$ cat config.mk
export PLATFORM = sky130hd
export DESIGN_NAME = user_config_boot_loader
export DESIGN_NICKNAME = d
export VERILOG_FILES = /design/src/verilog/cfg_word_fetch.v /design/src/verilog/user_config_boot_loader.v
export VERILOG_INCLUDE_DIRS = /design/src /design/src/verilog
export SDC_FILE = /design/constraint.sdc
export NUM_CORES = 1
export LEC_CHECK = 0
export ABC_CLOCK_PERIOD_IN_PS = 4700
export BUFFER_PORTS_ARGS = -buffer_cell sky130_fd_sc_hd__buf_2
export CAP_MARGIN = 40
export CORE_AREA = 5 5 194 196
export CTS_BUF_LIST = sky130_fd_sc_hd__clkbuf_4 sky130_fd_sc_hd__clkbuf_8
export DETAILED_ROUTE_END_ITERATION = 12
export DIE_AREA = 0 0 199 201
export PLACE_DENSITY = 0.55
export SYNTH_ARGS = -nofsm -noshare
export SYNTH_HDL_FRONTEND = slang
export SYNTH_SLANG_ARGS = --single-unit
$ cat constraint.sdc
create_clock -name clk_in -period 4.7 [get_ports clk_in]
set_input_delay 0.235 -clock clk_in [delete_from_list [all_inputs] [get_ports clk_in]]
set_output_delay 0.235 -clock clk_in [all_outputs]
set_load 0.01 [all_outputs]
$ cat src/verilog/user_config_consts.vh
`ifndef USER_CONFIG_CONSTS_VH
`define USER_CONFIG_CONSTS_VH

// Flash addresses of the two configuration words
`define CFG0_ADDR         32'h0030_0000
`define CFG1_ADDR         32'h0030_0004
// Field positions in the boot and lock word
`define CFG0_DF_DIS_BIT   0
`define CFG0_LOCK_BIT     1
`define CFG0_BOOT_LO_BIT  6
`define CFG0_BOOT_HI_BIT  7
`define CFG0_EVEN_TRI_BIT 8
`define CFG0_ODD_TRI_BIT  9
// Field positions in the data flash base word
`define CFG1_BASE_HI      19
`define CFG1_ALIGN_HI     8
// Bit positions in the pin output-enable control register
`define POEN_EVEN0_BIT    0
`define POEN_ODD0_BIT     1
// Region base addresses when both regions are mapped
`define LOADER_BASE_MAP   32'h0010_0000
`define APP_BASE_MAP      32'h0000_0000
// Top of the remappable vector window
`define VEC_WINDOW_TOP    32'h0000_01FF
// Remap field position in the self-programming status register
`define VECTOR_REMAP_FIELD_LO         9
`define VECTOR_REMAP_FIELD_HI         20
// Value returned to the external programmer for locked data
`define LOCKED_READ_DATA  32'h0FFF_FFFF
// Reset values of the loaded words before the load completes
`define CFG0_RESET        32'hFFFF_FFFF
`define CFG1_RESET        32'h0000_0000

`endif

$ cat src/verilog/cfg_word_fetch.v
`include "user_config_consts.vh"

// Reads one flash word: issues the address, waits, captures the data.
module cfg_word_fetch #(
	parameter READ_WAIT = 2
) (
	input  wire        clk_in,    // System clock
	input  wire        rst_in,    // Asynchronous reset, high
	input  wire        start_in,  // Start pulse
	input  wire [31:0] addr_in,   // Word address to read
	input  wire [31:0] rdata_in,  // Flash read data
	output reg         req_out,   // Flash read request
	output reg  [31:0] addr_out,  // Flash read address
	output reg  [31:0] data_out,  // Captured word
	output reg         done_out   // One-cycle done pulse
);

	reg [7:0] wait_q;

	// Holds the request for READ_WAIT + 1 cycles, then samples the data
	always @(posedge clk_in or posedge rst_in) begin
		if (rst_in) begin
			req_out  <= 1'b0;
			addr_out <= 32'h0000_0000;
			data_out <= 32'h0000_0000;
			done_out <= 1'b0;
			wait_q   <= 8'h00;
		end else begin
			done_out <= 1'b0;
			if (start_in && !req_out) begin
				req_out  <= 1'b1;
				addr_out <= addr_in;
				wait_q   <= READ_WAIT[7:0];
			end else if (req_out) begin
				if (wait_q == 8'h00) begin
					req_out  <= 1'b0;
					data_out <= rdata_in;
					done_out <= 1'b1;
				end else begin
					wait_q <= wait_q - 8'h01;
				end
			end
		end
	end

endmodule

$ cat src/verilog/user_config_boot_loader.v
`include "user_config_consts.vh"

module user_config_boot_loader #(
	parameter IS_128K   = 1,
	parameter READ_WAIT = 2,
	parameter DEVICE_ID = 32'h0000_1234, // Arbitrary identification value
	parameter ID_ADDR   = 32'h0030_0FF0  // Arbitrary identification location
) (
	input  wire        clk_in,            // System clock, 200 MHz
	input  wire        rst_in,            // Asynchronous reset, high
	// Flash read port used by the loader
	output wire        flash_req_out,     // Flash read request
	output wire [31:0] flash_addr_out,    // Flash read address
	input  wire [31:0] flash_rdata_in,    // Flash read data
	// Processor hold-off
	output reg         cpu_hold_out,      // Holds processor until loaded
	// Pin control
	input  wire        pwm_poen_we_in,    // Software write to enable reg
	input  wire [1:0]  pwm_poen_wdata_in, // Data for unit0 bits
	output reg  [1:0]  pwm_poen_out,      // Unit0 tri-state control bits
	input  wire [1:0]  pin_mode_oe_in,    // Pin-mode driven enables, even/odd
	output reg  [1:0]  pin_drive_oe_out,  // Final pin enables, even/odd
	// Boot mapping
	output reg         boot_app_out,      // Boot from application region
	output reg         iap_map_out,       // Both regions mapped
	output reg  [31:0] loader_base_out,   // Loader region base
	output reg  [31:0] app_base_out,      // Application region base
	input  wire        runtime_bs_in,     // Runtime boot select bit
	output reg         fetch_loader_out,  // Current fetch region is loader
	input  wire [31:0] vecstat_in,        // Self-program status register
	input  wire [31:0] cpu_addr_in,       // Processor fetch address
	output reg  [31:0] cpu_addr_out,      // Remapped fetch address
	// Lock and data flash
	output reg         locked_out,        // Flash contents locked
	output reg         df_enable_out,     // Data flash enabled
	output reg  [31:0] df_base_out,       // Data flash base address
	// External programmer read path
	input  wire [31:0] ext_addr_in,       // External read address
	input  wire [31:0] ext_raw_in,        // Raw flash data at that address
	output reg  [31:0] ext_rdata_out,     // Data shown to programmer
	// Self-programming read path
	input  wire [31:0] isp_raw_in,        // Raw flash data
	output reg  [31:0] isp_rdata_out,     // Data shown to self-programming
	// Loaded words
	output reg  [31:0] cfg0_out,          // Loaded boot and lock word
	output reg  [31:0] cfg1_out           // Loaded data flash base word
);

	// Load walk with READ_WAIT = W: the start pulse comes one edge after
	// release, the request the edge after, the capture W + 1 edges later,
	// then the second word the same way. The processor stays held for the
	// whole walk, but the pin drive, lock and external read logic still decode
	// the all-ones reset pattern of the boot word as a real setting until then.
	// A reset in mid-load simply restarts the walk from the first word.
	localparam ST_FETCH0 = 4'b0001;
	localparam ST_WAIT0  = 4'b0010;
	localparam ST_WAIT1  = 4'b0100;
	localparam ST_DONE   = 4'b1000;

	reg  [3:0]  state_q;
	reg         start_q;
	reg  [31:0] addr_q;
	wire        fetch_done;
	wire [31:0] fetch_data;

	wire        iap_en  = map_enabled(cfg0_out);
	wire [11:0] vec_map = vecstat_in[`VECTOR_REMAP_FIELD_HI:`VECTOR_REMAP_FIELD_LO];

	// Mapping is on while the low boot bit is clear
	function map_enabled;
		input [31:0] word;
		begin
			map_enabled = ~word[`CFG0_BOOT_LO_BIT];
		end
	endfunction

	// Enable-register image of the two unit0 tri-state bits
	function [1:0] poen_from_cfg;
		input [31:0] word;
		begin
			poen_from_cfg = 2'b00;
			poen_from_cfg[`POEN_ODD0_BIT]  = word[`CFG0_ODD_TRI_BIT];
			poen_from_cfg[`POEN_EVEN0_BIT] = word[`CFG0_EVEN_TRI_BIT];
		end
	endfunction

	// True for the two addresses whose raw data an external programmer may always read
	function is_cfg_word;
		input [31:0] addr;
		begin
			is_cfg_word = (addr == `CFG0_ADDR) ||
				(addr == `CFG1_ADDR);
		end
	endfunction

	// True inside the low vector window that the remap field covers
	function in_vec_window;
		input [31:0] addr;
		begin
			in_vec_window = (addr <= `VEC_WINDOW_TOP);
		end
	endfunction

	// Window address moved into the block chosen by the remap field
	function [31:0] vec_remap;
		input [11:0] page;
		input [31:0] addr;
		begin
			vec_remap = {11'h000, page, addr[`VECTOR_REMAP_FIELD_LO-1:0]};
		end
	endfunction

	// Data flash base from the second word; reserved bits read zero
	function [31:0] df_base_of;
		input [31:0] word;
		begin
			df_base_of = {12'h000, word[`CFG1_BASE_HI:0]};
		end
	endfunction

	// Word reader; one fetch engine serves both words in turn

	cfg_word_fetch #(
		.READ_WAIT(READ_WAIT)
	) u_fetch (
		.clk_in   (clk_in),
		.rst_in   (rst_in),
		.start_in (start_q),
		.addr_in  (addr_q),
		.rdata_in (flash_rdata_in),
		.req_out  (flash_req_out),
		.addr_out (flash_addr_out),
		.data_out (fetch_data),
		.done_out (fetch_done)
	);

	// Loader sequence; words stay fixed until the next reset
	always @(posedge clk_in or posedge rst_in) begin
		if (rst_in) begin
			state_q      <= ST_FETCH0;
			start_q      <= 1'b0;
			addr_q       <= `CFG0_ADDR;
			cfg0_out     <= `CFG0_RESET;
			cfg1_out     <= `CFG1_RESET;
			cpu_hold_out <= 1'b1;
		end else begin
			start_q <= 1'b0;
			case (state_q)
				ST_FETCH0: begin
					start_q <= 1'b1;
					addr_q  <= `CFG0_ADDR;
					state_q <= ST_WAIT0;
				end
				ST_WAIT0: begin
					if (fetch_done) begin
						cfg0_out <= fetch_data;
						start_q  <= 1'b1;
						addr_q   <= `CFG1_ADDR;
						state_q  <= ST_WAIT1;
					end
				end
				ST_WAIT1: begin
					if (fetch_done) begin
						cfg1_out     <= fetch_data;
						cpu_hold_out <= 1'b0;
						state_q      <= ST_DONE;
					end
				end
				ST_DONE: begin
					state_q <= ST_DONE;
				end
				default: begin
					state_q <= ST_FETCH0;
				end
			endcase
		end
	end

	// Tri-state bits: loaded at end of reset load, then software owned.
	// Writes during the load are dropped, so software cannot race the
	// copy and leave the pins driven against the stored setting.
	always @(posedge clk_in or posedge rst_in) begin
		if (rst_in) begin
			pwm_poen_out <= 2'b00;
		end else if (state_q == ST_WAIT1 && fetch_done) begin
			pwm_poen_out <= poen_from_cfg(cfg0_out);
		end else if (pwm_poen_we_in && !cpu_hold_out) begin
			pwm_poen_out <= pwm_poen_wdata_in;
		end
	end

	// Pin drive: forced tri-state overrides the pin mode registers
	always @* begin
		pin_drive_oe_out = pin_mode_oe_in;
		if (cfg0_out[`CFG0_EVEN_TRI_BIT])
			pin_drive_oe_out[`POEN_EVEN0_BIT] = 1'b0;
		if (cfg0_out[`CFG0_ODD_TRI_BIT])
			pin_drive_oe_out[`POEN_ODD0_BIT] = 1'b0;
	end

	// Boot region and mapping mode straight from the boot field
	always @* begin
		boot_app_out = cfg0_out[`CFG0_BOOT_HI_BIT];
		iap_map_out  = iap_en;
	end

	// Region bases; without mapping only one region shows, at zero
	always @* begin
		loader_base_out = `APP_BASE_MAP;
		app_base_out    = `APP_BASE_MAP;
		if (iap_en) begin
			loader_base_out = `LOADER_BASE_MAP;
			app_base_out    = `APP_BASE_MAP;
		end
	end

	// Fetch region; runtime select ignored while both are mapped,
	// since a switch there would pull code out from under a caller
	always @* begin
		if (iap_en)
			fetch_loader_out = ~boot_app_out;
		else
			fetch_loader_out = runtime_bs_in;
	end

	// Vector remap only with mapping on; otherwise addresses pass as is
	always @* begin
		cpu_addr_out = cpu_addr_in;
		if (iap_en && in_vec_window(cpu_addr_in))
			cpu_addr_out = vec_remap(vec_map, cpu_addr_in);
	end

	// Lock level: a cleared lock bit means locked
	always @* begin
		locked_out = ~cfg0_out[`CFG0_LOCK_BIT];
	end

	// Data flash enable exists only on the larger flash variant
	always @* begin
		df_enable_out = 1'b0;
		if (IS_128K != 0)
			df_enable_out = ~cfg0_out[`CFG0_DF_DIS_BIT];
	end

	// Data flash base; low-bit alignment is left to whoever programs
	// the word, the loader does not mask those bits
	always @* begin
		df_base_out = 32'h0000_0000;
		if (IS_128K != 0)
			df_base_out = df_base_of(cfg1_out);
	end

	// Self-programming reads see real data whatever the lock says
	always @* begin
		isp_rdata_out = isp_raw_in;
	end

	// External reads: identification and both words stay readable
	always @* begin
		if (ext_addr_in == ID_ADDR)
			ext_rdata_out = DEVICE_ID;
		else if (!locked_out || is_cfg_word(ext_addr_in))
			ext_rdata_out = ext_raw_in;
		else
			ext_rdata_out = `LOCKED_READ_DATA;
	end

endmodule

==> results.ini, run 1 <==
[sta]
rsz0062_at_grt = no
finalHoldViolations = 0
slew_viol_final = 0
max_slew_margin_pct = 43.74
post-route-period-util_pct = 53.48
worstMarginPinSlew_ps = 840.8
fmax_mhz = 397.8
min_period_ps = 2514
clock_skew_ps = 21.73
tns_ps = 0
setup-violations-final = 0

[synthesis]
netlist.area_leader.share_pct = 32.02
synth_compound_area_share_pct = 5.536
synth_fa_ha_area_share_pct = 0.1929
synth_most_common_cell = buf_4
synthCells = 588
synth_top_area_cell = dfrtp_1
synthMuxAreaShare_pct = 17.46
synth_top_family_by_area = buffers and inverters
synth-simple-area-share_pct = 7.195
synth_ff_type = dfrtp_1
syn-cell-area_mm2 = 0.006486
yosysWarningCount = 0
synth_top_cells_by_area = dfrtp_1 (32%), buf_4 (19%), mux2_2 (15%)
synth.top_cells.by_count = buf_4 (168), mux2_2 (89), dfrtp_1 (83), dfstp_2 (34), a21oi_1 (30)
avgSynthCellArea_um2 = 11.03
synth-xor-area-share_pct = 0.4051
synth-seq-cells = 117
synth.distinct_cells = 45
ys_async_sr_fraction_pct = 100.0
ys_seq_area_share_pct = 45.79
synth_edf_count = 0

[route]
drtIter0Drc = 138
drc = 0
route.vias.total = 4876
wirelength_um = 19070
drtAntennaViolNets = 0
wl_per_cell_um = 14.43
vias_per_cell = 3.688
firstDrtPassIters = 4

[worst_setup_path]
critPathMaxFanout = 12
cp_slowest_cell = nor2_1
worstSetupStartpointType = register
required_ps = 4470
r2r_slack_ps = 2360
cp_data_arrival_time_ps = 2280
end_kind = output pin
path_cells = nor4_1 > nand4_1 > nor2_1 > a21o_1 > buf_2
cpPeakStageDelay_ps = 680
crit_type = register to output pin

[cells_and_area]
fillerInstances = 3871
fin_util_pct = 23.33
area_delta_synth_final_pct = 29.19
nNetsFinal = 1042
n_antenna_cell = 0
post_route_cells_drive_above_1_share_pct = 54.22
multi_input_area_mm2 = 0.002404
ff_latch_area_mm2 = 0.002970
final_cell_area_mm2 = 0.008379

[cts]
htree_levels = 4
ctsResizeCount = 0
cts_tree = yes
clock-sinks = 117
clock-root-buffer = clkbuf_8
hold_buffers = 31
path_clk_slew_ps = 70
postCtsSetupBuffers = 0
cts_made_buffers = 17
clock_latency_ps = 440
cts_max_path_buffers = 2

[power]
powerDensity_mw_per_mm2 = 287.9
power_mw = 2.413
ir_worst_vdd_v = 0.0002012
leakage_nw = 4.081

[status]
outcome = complete, no violations

[global_route]
grt_usage_pct = 8.834
grt_max_degree = 58
grt_pass1_vias = 4942
grt_first_pass_wirelength_um = 27390
antenna_found_initial = 1
grt_overflow = 0

[placement]
port-buffer-count = 292
place_area_mm2 = 0.007645
gp_congestion = 0.8905
dp_hpwl_um = 15160

[floorplanning]
io_pins = 499
rows = 70
start_util_pct = 18.06
core_mm2 = 0.03591
fp.dieH_um = 201
die_x_um = 199
fp.dieArea_mm2 = 0.04000

[job]
cap_violations = 0

[min_path]
hold_path.class = input port to register

## power by group
group	switching, mW	internal [mW]
clock	0.409	0.582
sequential	0.0323	1.06
combinational	0.179	0.149
total	0.620	1.79
## cell type report
cell class / instances / share of cell area, %
clock inverters: 9 / 1.508
flip-flops and latches: 117 / 35.45
multi-input cells: 346 / 28.68
repair buffers: 330 / 22.49
inverters: 29 / 1.329
well taps: 468 / 6.988
clock buffers: 23 / 3.554
## metal layers
layer  vias up  track usage [%]  part of all wire, %
li1       2200                -                    -
met1      2367            9.910                   38
met2       289            15.06                   49
met3        20            3.894                   12
met4         0            2.736                  1.2
met5         -                0                    0
## registers in the layout (all words and copies together), names as in the netlist
name	count
cfg0_out	32
cfg1_out	32
u_fetch.data_out	32
u_fetch.wait_q	8
state_q	4
pwm_poen_out	2
u_fetch.addr_out	2
addr_q	1
cpu_hold_out	1
start_q	1
u_fetch.done_out	1
u_fetch.req_out	1
## worst max-delay path: cells and delay by family (launching register included)
| family | cells | cell delay (ps) |
|---|---|---|
| AND/OR/NAND/NOR | 3 | 1070 |
| flip-flops | 1 | 400 |
| AO/OA/AOI/OAI | 1 | 240 |
| buffers and inverters | 1 | 140 |
## cell usage in the layout, fill, tap and decap left out, drive strengths merged, types with 2 or more instances in the layout
cell type | Yosys | final
conb | 1 | 104
a21oi | 30 | 30
nor4b | 3 | 3
mux2 | 97 | 97
mux2i | 4 | 4
clkinv | 0 | 5
o21ai | 7 | 7
nand3b | 7 | 7
a22o | 2 | 2
nor2 | 14 | 14
bufinv | 0 | 3
inv | 29 | 29
or4 | 3 | 3
dfrtp | 83 | 83
nand2 | 8 | 8
a21boi | 2 | 2
dfstp | 34 | 34
a21o | 13 | 13
and3 | 4 | 4
nand3 | 3 | 3
nor4 | 14 | 14
dlygate4sd3 | 0 | 31
nand4 | 3 | 3
nor2b | 4 | 4
xor2 | 2 | 2
nand2b | 7 | 7
clkbuf | 21 | 23
nor3 | 2 | 2
buf | 178 | 299
## final timing paths
path                                                         end  cells past startpoint                              from
worst max register to register   u_fetch.data_out[0]$_DFFE_PP0P_                      4     u_fetch.wait_q[4]$_DFFE_PP0P_
worst min register to register  u_fetch.addr_out[20]$_DFFE_PP0P_                      1  u_fetch.addr_out[20]$_DFFE_PP0P_
worst min-delay path            u_fetch.data_out[28]$_DFFE_PP0P_                      2                flash_rdata_in[28]
min in group asynchronous               cfg1_out[17]$_DFFE_PP0P_                      3                            rst_in
max in group asynchronous                cfg0_out[6]$_DFFE_PP1P_                      4                            rst_in
worst max-delay path                            cpu_addr_out[17]                      5           cfg0_out[6]$_DFFE_PP1P_
## logic make-up after synthesis
group                      after synthesis
muxes                                  101
adders and majority gates                1
AOI/OAI and AO/OA                       59
DFF                                    117
buffers and inverters                  228
and+or+nand+nor                         78
xor gates and xnor gates                 3
other                                    1
## stage by stage
stage / setup WS [ps] / std cells / hold WS [ps]
after floorplan: 1421 / 691 / 369.7
after global placement: 2077 / 1255 / 450.5
after detailed placement: 2303 / 1259 / 235.9
after CTS: 2208 / 1322 / 9.801
after global routing: 2039 / 1322 / 13.64
final: 2186 / 1322 / 54.83
Power figures use the tool's default switching activity.
==> inputs of run 2 (changes only) <==
- ABC_CLOCK_PERIOD_IN_PS: 4700 -> 2220
- CORE_AREA: 5 5 194 196 -> 5 5 190 192
- DIE_AREA: 0 0 199 201 -> 0 0 195 197
- PLACE_DENSITY: 0.55 -> 0.58
- clock period: 4.7 -> 2.22 ns (I/O delays scaled with it)
==> results.ini, run 2 (synthesis gave the netlist of run 1 again) <==
[sta]
fmax_mhz = 469.4
finalWorstSetupSlack_ps = 89.55  ; was 2186 ps
clock_skew_ps = 12.20  ; was 21.73 ps
finalHoldViolations = 0  ; unchanged
min_period_ps = 2130
slew_viol_final = 0  ; unchanged
worstMarginPinSlew_ps = 588.8  ; was 840.8 ps
rsz0062_at_grt = no  ; unchanged
tns_ps = 0  ; unchanged
post-route-period-util_pct = 95.97
max_slew_margin_pct = 60.75  ; was 43.74%
setup-violations-final = 0  ; unchanged

[worst_setup_path]
r2r_slack_ps = 220  ; was 2360 ps
cp_top_family = simple AND/OR/NAND/NOR gates  ; unchanged
critPathMaxFanout = 7  ; was 12
rr_startpoint = u_fetch.wait_q[4]$_DFFE_PP0P_  ; unchanged
end_kind = output pin  ; unchanged
crit_type = register to output pin  ; unchanged
cpPeakStageDelay_ps = 400  ; was 680 ps
reg2reg_depth = 4  ; unchanged
cp_data_arrival_time_ps = 2020  ; was 2280 ps
worstSetupStartpointType = register  ; unchanged
cp_slowest_cell = dfstp_2  ; was nor2_1
required_ps = 2110  ; was 4470 ps
path_cells = nor4_2 > nand4_1 > nor2_4 > buf_4 > a21o_1 > buf_2  ; was nor4_1 > nand4_1 > nor2_1 > a21o_1 > buf_2
worstPathBufferInverterCount = 2  ; was 1
reg2reg_to = u_fetch.data_out[13]$_DFFE_PP0P_  ; was u_fetch.data_out[0]$_DFFE_PP0P_

[placement]
place_ws_ps = 158.3  ; was 2303 ps
gp_congestion = 0.9687  ; was 0.8905
port-buffer-count = 292  ; unchanged
dp_hpwl_um = 15990  ; was 15160 µm

[power]
leakage_nw = 4.109  ; was 4.081 nW
power_mw = 5.021  ; was 2.413 mW
powerDensity_mw_per_mm2 = 594.0  ; was 287.9 mW/mm²
ir_worst_vdd_v = 0.0004484  ; was 0.0002012 V

[min_path]
hold_path.class = input port to register  ; unchanged
holdCritStartpoint = pwm_poen_we_in  ; was flash_rdata_in[28]
whs_path_depth = 4  ; was 2
whs_endpoint = pwm_poen_out[1]$_DFFE_PP0P_  ; was u_fetch.data_out[28]$_DFFE_PP0P_

[cells_and_area]
fin_util_pct = 24.71  ; was 23.33%
top_regs = cfg0_out x32, cfg1_out x32, u_fetch.data_out x32  ; unchanged
final_common_cell = buf_2  ; unchanged
area_delta_synth_final_pct = 30.30  ; was 29.19%
most-common-layout-cells = buf_2 (292), conb_1 (104), mux2_2 (89)  ; unchanged
nNetsFinal = 1052  ; was 1042
post_route_cells_drive_above_1_share_pct = 54.51  ; was 54.22%

[floorplanning]
start_util_pct = 18.96  ; was 18.06%
fp.dieArea_mm2 = 0.03842  ; was 0.04000 mm²
rows = 68  ; was 70
core_mm2 = 0.03420  ; was 0.03591 mm²
io_pins = 499  ; unchanged
die_x_um = 195  ; was 199 µm
fp.dieH_um = 197  ; was 201 µm

[cts]
htree_levels = 4  ; unchanged
cts_tree = yes  ; unchanged
clock_latency_ps = 440  ; about the same
path_clk_slew_ps = 70  ; about the same
clock-sinks = 117  ; unchanged
cts_max_path_buffers = 2  ; unchanged
clock-root-buffer = clkbuf_8  ; unchanged
cts_made_buffers = 17  ; unchanged

[global_route]
grt_first_pass_wirelength_um = 29120  ; was 27390 µm
grt_usage_pct = 9.840  ; was 8.834%
grt_max_degree = 57  ; was 58
grt_pass1_vias = 4944  ; was 4942
grt_overflow = 0  ; unchanged
antenna_found_initial = 3  ; was 1

[route]
firstDrtPassIters = 4  ; unchanged
wl_per_cell_um = 15.52  ; was 14.43 µm
route.vias.total = 4934  ; was 4876
wirelength_um = 20520  ; was 19070 µm
vias_per_cell = 3.732  ; was 3.688
drc = 0  ; unchanged
drtAntennaViolNets = 0  ; unchanged
drtIter0Drc = 190  ; was 138

[job]
cap_violations = 0  ; unchanged

[status]
outcome = complete, no violations  ; unchanged

==> run 2: cell type report <==
cell class	count	area (µm²)
Fill cell	3658	25750
Clock buffer	21	276.5
Sequential cell	117	2970
Multi-Input combinational cell	346	2417
Clock inverter	11	126.4
Antenna cell	3	7.507
Tap cell	455	569.3
Inverter	29	112.6
Timing Repair Buffer	340	1972
==> run 2: layer usage <==
layer  track usage, %  share of wire [%]  vias up
li1                 -                  -     2225
met1            11.21                 38     2370
met2            15.17                 46      301
met3            5.453                 13       36
met4            4.241                3.2        2
met5            1.111               0.27        -
==> run 2: worst max-delay path by stage <==
stage	startpoint	slack (ps)	endpoint	depth (start not counted)
floorplan	u_fetch.wait_q[4]$_DFFE_PP0P_	230	u_fetch.data_out[26]$_DFFE_PP0P_	5
global placement	ext_addr_in[25]	160	ext_rdata_out[29]	6
detailed placement	ext_addr_in[25]	160	ext_rdata_out[31]	6
CTS	cfg0_out[6]$_DFFE_PP1P_	20	cpu_addr_out[20]	6
global route	cfg0_out[6]$_DFFE_PP1P_	20	cpu_addr_out[20]	6
finish	cfg0_out[6]$_DFFE_PP1P_	90	cpu_addr_out[20]	6
==> run 2: power breakdown <==
part           switching, mW  internal (mW)  total (mW)  leakage (nW)
registers             0.0696           2.25        2.32          1.34
logic                  0.392          0.322       0.714          2.56
clock network          0.903           1.09        1.99         0.207
==> run 2: worst register-to-register path, cell delays in order (launching register included) <==
cell	delay, ps
dfrtp_1	430
or4_1	610
nor3_4	250
buf_12	230
mux2_2	390
==> run 2: through the flow <==
stage	std cells	area, µm²	hold slack, ps
final	1322	8452	117.8
after global routing	1322	8452	96.73
after CTS	1318	8432	63.85
after detailed placement	1251	7670	87.22
after global placement	1251	7670	88.93
after floorplan	691	6877	245.7
==> run 2: repair_timing <==
action | in CTS | in global routing
resized for setup | 2 | 1
endpoints found under the hold margin | 119 | 0
hold buffers | 35 | 0
pin swaps | 0 | 1
buffers inserted | 0 | 1
endpoints found under the setup margin | 8 | 7
==> inputs of run 3 (changes only) <==
- ABC_CLOCK_PERIOD_IN_PS: 2220 -> 2200
- CORE_AREA: 5 5 190 192 -> 5 5 189 191
- DIE_AREA: 0 0 195 197 -> 0 0 194 196
- PLACE_DENSITY: 0.58 -> 0.57
- clock period: 2.22 -> 2.2 ns (I/O delays scaled with it)
==> results.ini, run 3 (synthesis gave the netlist of run 1 again) <==
[status]
outcome = complete, no violations  ; unchanged

[cts]
cts_max_path_buffers = 2  ; unchanged
cts_made_buffers = 17  ; unchanged
path_clk_slew_ps = 80  ; was 70 ps
clock_latency_ps = 450  ; was 440 ps
htree_levels = 4  ; unchanged
cts_tree = yes  ; unchanged
clock-sinks = 117  ; unchanged
clock-root-buffer = clkbuf_8  ; unchanged

[route]
vias_per_cell = 3.727  ; was 3.732
wl_per_cell_um = 14.63  ; was 15.52 µm
drtAntennaViolNets = 0  ; unchanged
wirelength_um = 19310  ; was 20520 µm
route.vias.total = 4920  ; was 4934
drtIter0Drc = 202  ; was 190
drc = 0  ; unchanged
firstDrtPassIters = 4  ; unchanged

[min_path]
holdCritStartpoint = pwm_poen_we_in  ; unchanged
hold_path.class = input port to register  ; unchanged

[worst_setup_path]
required_ps = 2530  ; was 2110 ps
critPathMaxFanout = 30  ; was 7
end_kind = register  ; was output pin
worstSetupStartpointType = register  ; unchanged
cp_data_arrival_time_ps = 2360  ; was 2020 ps
rr_startpoint = u_fetch.wait_q[4]$_DFFE_PP0P_  ; unchanged
crit_type = register to register  ; was register to output pin
cp-startpoint = u_fetch.wait_q[4]$_DFFE_PP0P_  ; was cfg0_out[6]$_DFFE_PP1P_

[power]
powerDensity_mw_per_mm2 = 616.6  ; was 594.0 mW/mm²
ir_worst_vdd_v = 0.0004803  ; was 0.0004484 V
leakage_nw = 4.144  ; was 4.109 nW

[floorplanning]
start_util_pct = 19.11  ; was 18.96%
fp.dieH_um = 196  ; was 197 µm
die_x_um = 194  ; was 195 µm
core_mm2 = 0.03395  ; was 0.03420 mm²
io_pins = 499  ; unchanged
fp.dieArea_mm2 = 0.03802  ; was 0.03842 mm²
rows = 68  ; unchanged

[global_route]
grt_usage_pct = 9.511  ; was 9.840%
antenna_found_initial = 0  ; was 3
grt_first_pass_wirelength_um = 28590  ; was 29120 µm
grt_max_degree = 36  ; was 57
grt_overflow = 0  ; unchanged
grt_pass1_vias = 4971  ; was 4944

[sta]
finalHoldViolations = 0  ; unchanged
rsz0062_at_grt = no  ; unchanged
clock_skew_ps = 14.48  ; was 12.20 ps
setup-violations-final = 0  ; unchanged
post-route-period-util_pct = 92.49
worstMarginPinSlew_ps = 687.6  ; was 588.8 ps
slew_viol_final = 0  ; unchanged
tns_ps = 0  ; unchanged
min_period_ps = 2035
fmax_mhz = 491.4
max_slew_margin_pct = 54.06  ; was 60.75%

[cells_and_area]
area_delta_synth_final_pct = 31.46  ; was 30.30%
instances_no_fill = 1320  ; was 1322
fillerInstances = 3643  ; was 3658
n_antenna_cell = 0  ; was 3
final_common_cell = buf_2  ; unchanged
post_route_cells_drive_above_1_share_pct = 54.57  ; was 54.51%
nNetsFinal = 1053  ; was 1052
top_regs = cfg0_out x32, cfg1_out x32, u_fetch.data_out x32  ; unchanged
most-common-layout-cells = buf_2 (292), conb_1 (104), mux2_2 (89)  ; unchanged

[placement]
gp_congestion = 1.008  ; was 0.9687
port-buffer-count = 292  ; unchanged
dp_hpwl_um = 15260  ; was 15990 µm
dp_cells = 1252  ; was 1251

[job]
cap_violations = 0  ; unchanged

## run 3: cell type report
| cell class | count | area, µm² | area share, % |
|---|---|---|---|
| tap | 455 | 569.3 | 6.676 |
| clock inverter | 12 | 177.7 | 2.084 |
| timing repair buffer | 341 | 2017 | 23.65 |
| clock buffer | 20 | 262.8 | 3.081 |
| inverter | 29 | 112.6 | 1.321 |
| sequential | 117 | 2970 | 34.83 |
| multi-input combinational | 346 | 2417 | 28.35 |
## run 3: power by group
group	total, mW	leakage, nW	internal, mW	switching (mW)
logic	0.726	2.58	0.329	0.397
clock network	2.20	0.224	1.29	0.907
registers	2.33	1.34	2.27	0.0647
## run 3: critical path, stage by stage (launching register included)
cell and delay [ps]:
dfrtp_1 430, or4_1 600, nor3_4 260, buf_12 240, mux2_2 360
## run 3: path summary, 6_finish.rpt
path / cells after the start / slack [ps] / end
min: 4 / 90 / pwm_poen_out[0]$_DFFE_PP0P_
max: 4 / 170 / u_fetch.data_out[17]$_DFFE_PP0P_
min in group asynchronous: 3 / 310 / u_fetch.data_out[11]$_DFFE_PP0P_
min reg2reg: 1 / 500 / cfg1_out[28]$_DFFE_PP0P_
max in group asynchronous: 4 / 1220 / cfg0_out[25]$_DFFE_PP1P_
max reg2reg: 4 / 170 / u_fetch.data_out[17]$_DFFE_PP0P_
## run 3: metrics by stage
| step | setup slack (ps) | area [µm²] | power [mW] | hold slack [ps] | utilization [%] |
|---|---|---|---|---|---|
| floorplan | 212.9 | 6877 | 2.925 | 244.7 | - |
| global placement | 158.0 | 7715 | 3.042 | 220.1 | 22.73 |
| detailed placement | 165.5 | 7715 | 3.048 | 220.1 | 22.73 |
| CTS | 0.6524 | 8513 | 5.343 | 45.54 | 25.08 |
| global route | 56.05 | 8527 | 5.517 | 103.7 | 25.12 |
| finish | 165.2 | 8527 | 5.258 | 89.48 | 25.12 |
## run 3: routing by layer
| layer | GRT usage (%) | routed length [µm] | up-vias | part of all wire (%) |
|---|---|---|---|---|
| li1 | - | - | 2229 | - |
| met1 | 10.74 | 7139 | 2350 | 37 |
| met2 | 14.46 | 8800 | 310 | 46 |
| met3 | 6.011 | 2828 | 31 | 15 |
| met4 | 3.802 | 538 | 0 | 2.8 |
| met5 | 0 | 0 | - | 0 |
## run 3: repair_timing
action,in CTS,in global routing
endpoints found under the setup margin,8,9
hold buffers,35,0
endpoints found under the hold margin,52,0
resized for setup,2,1
buffers inserted,0,1
pin swaps,0,1
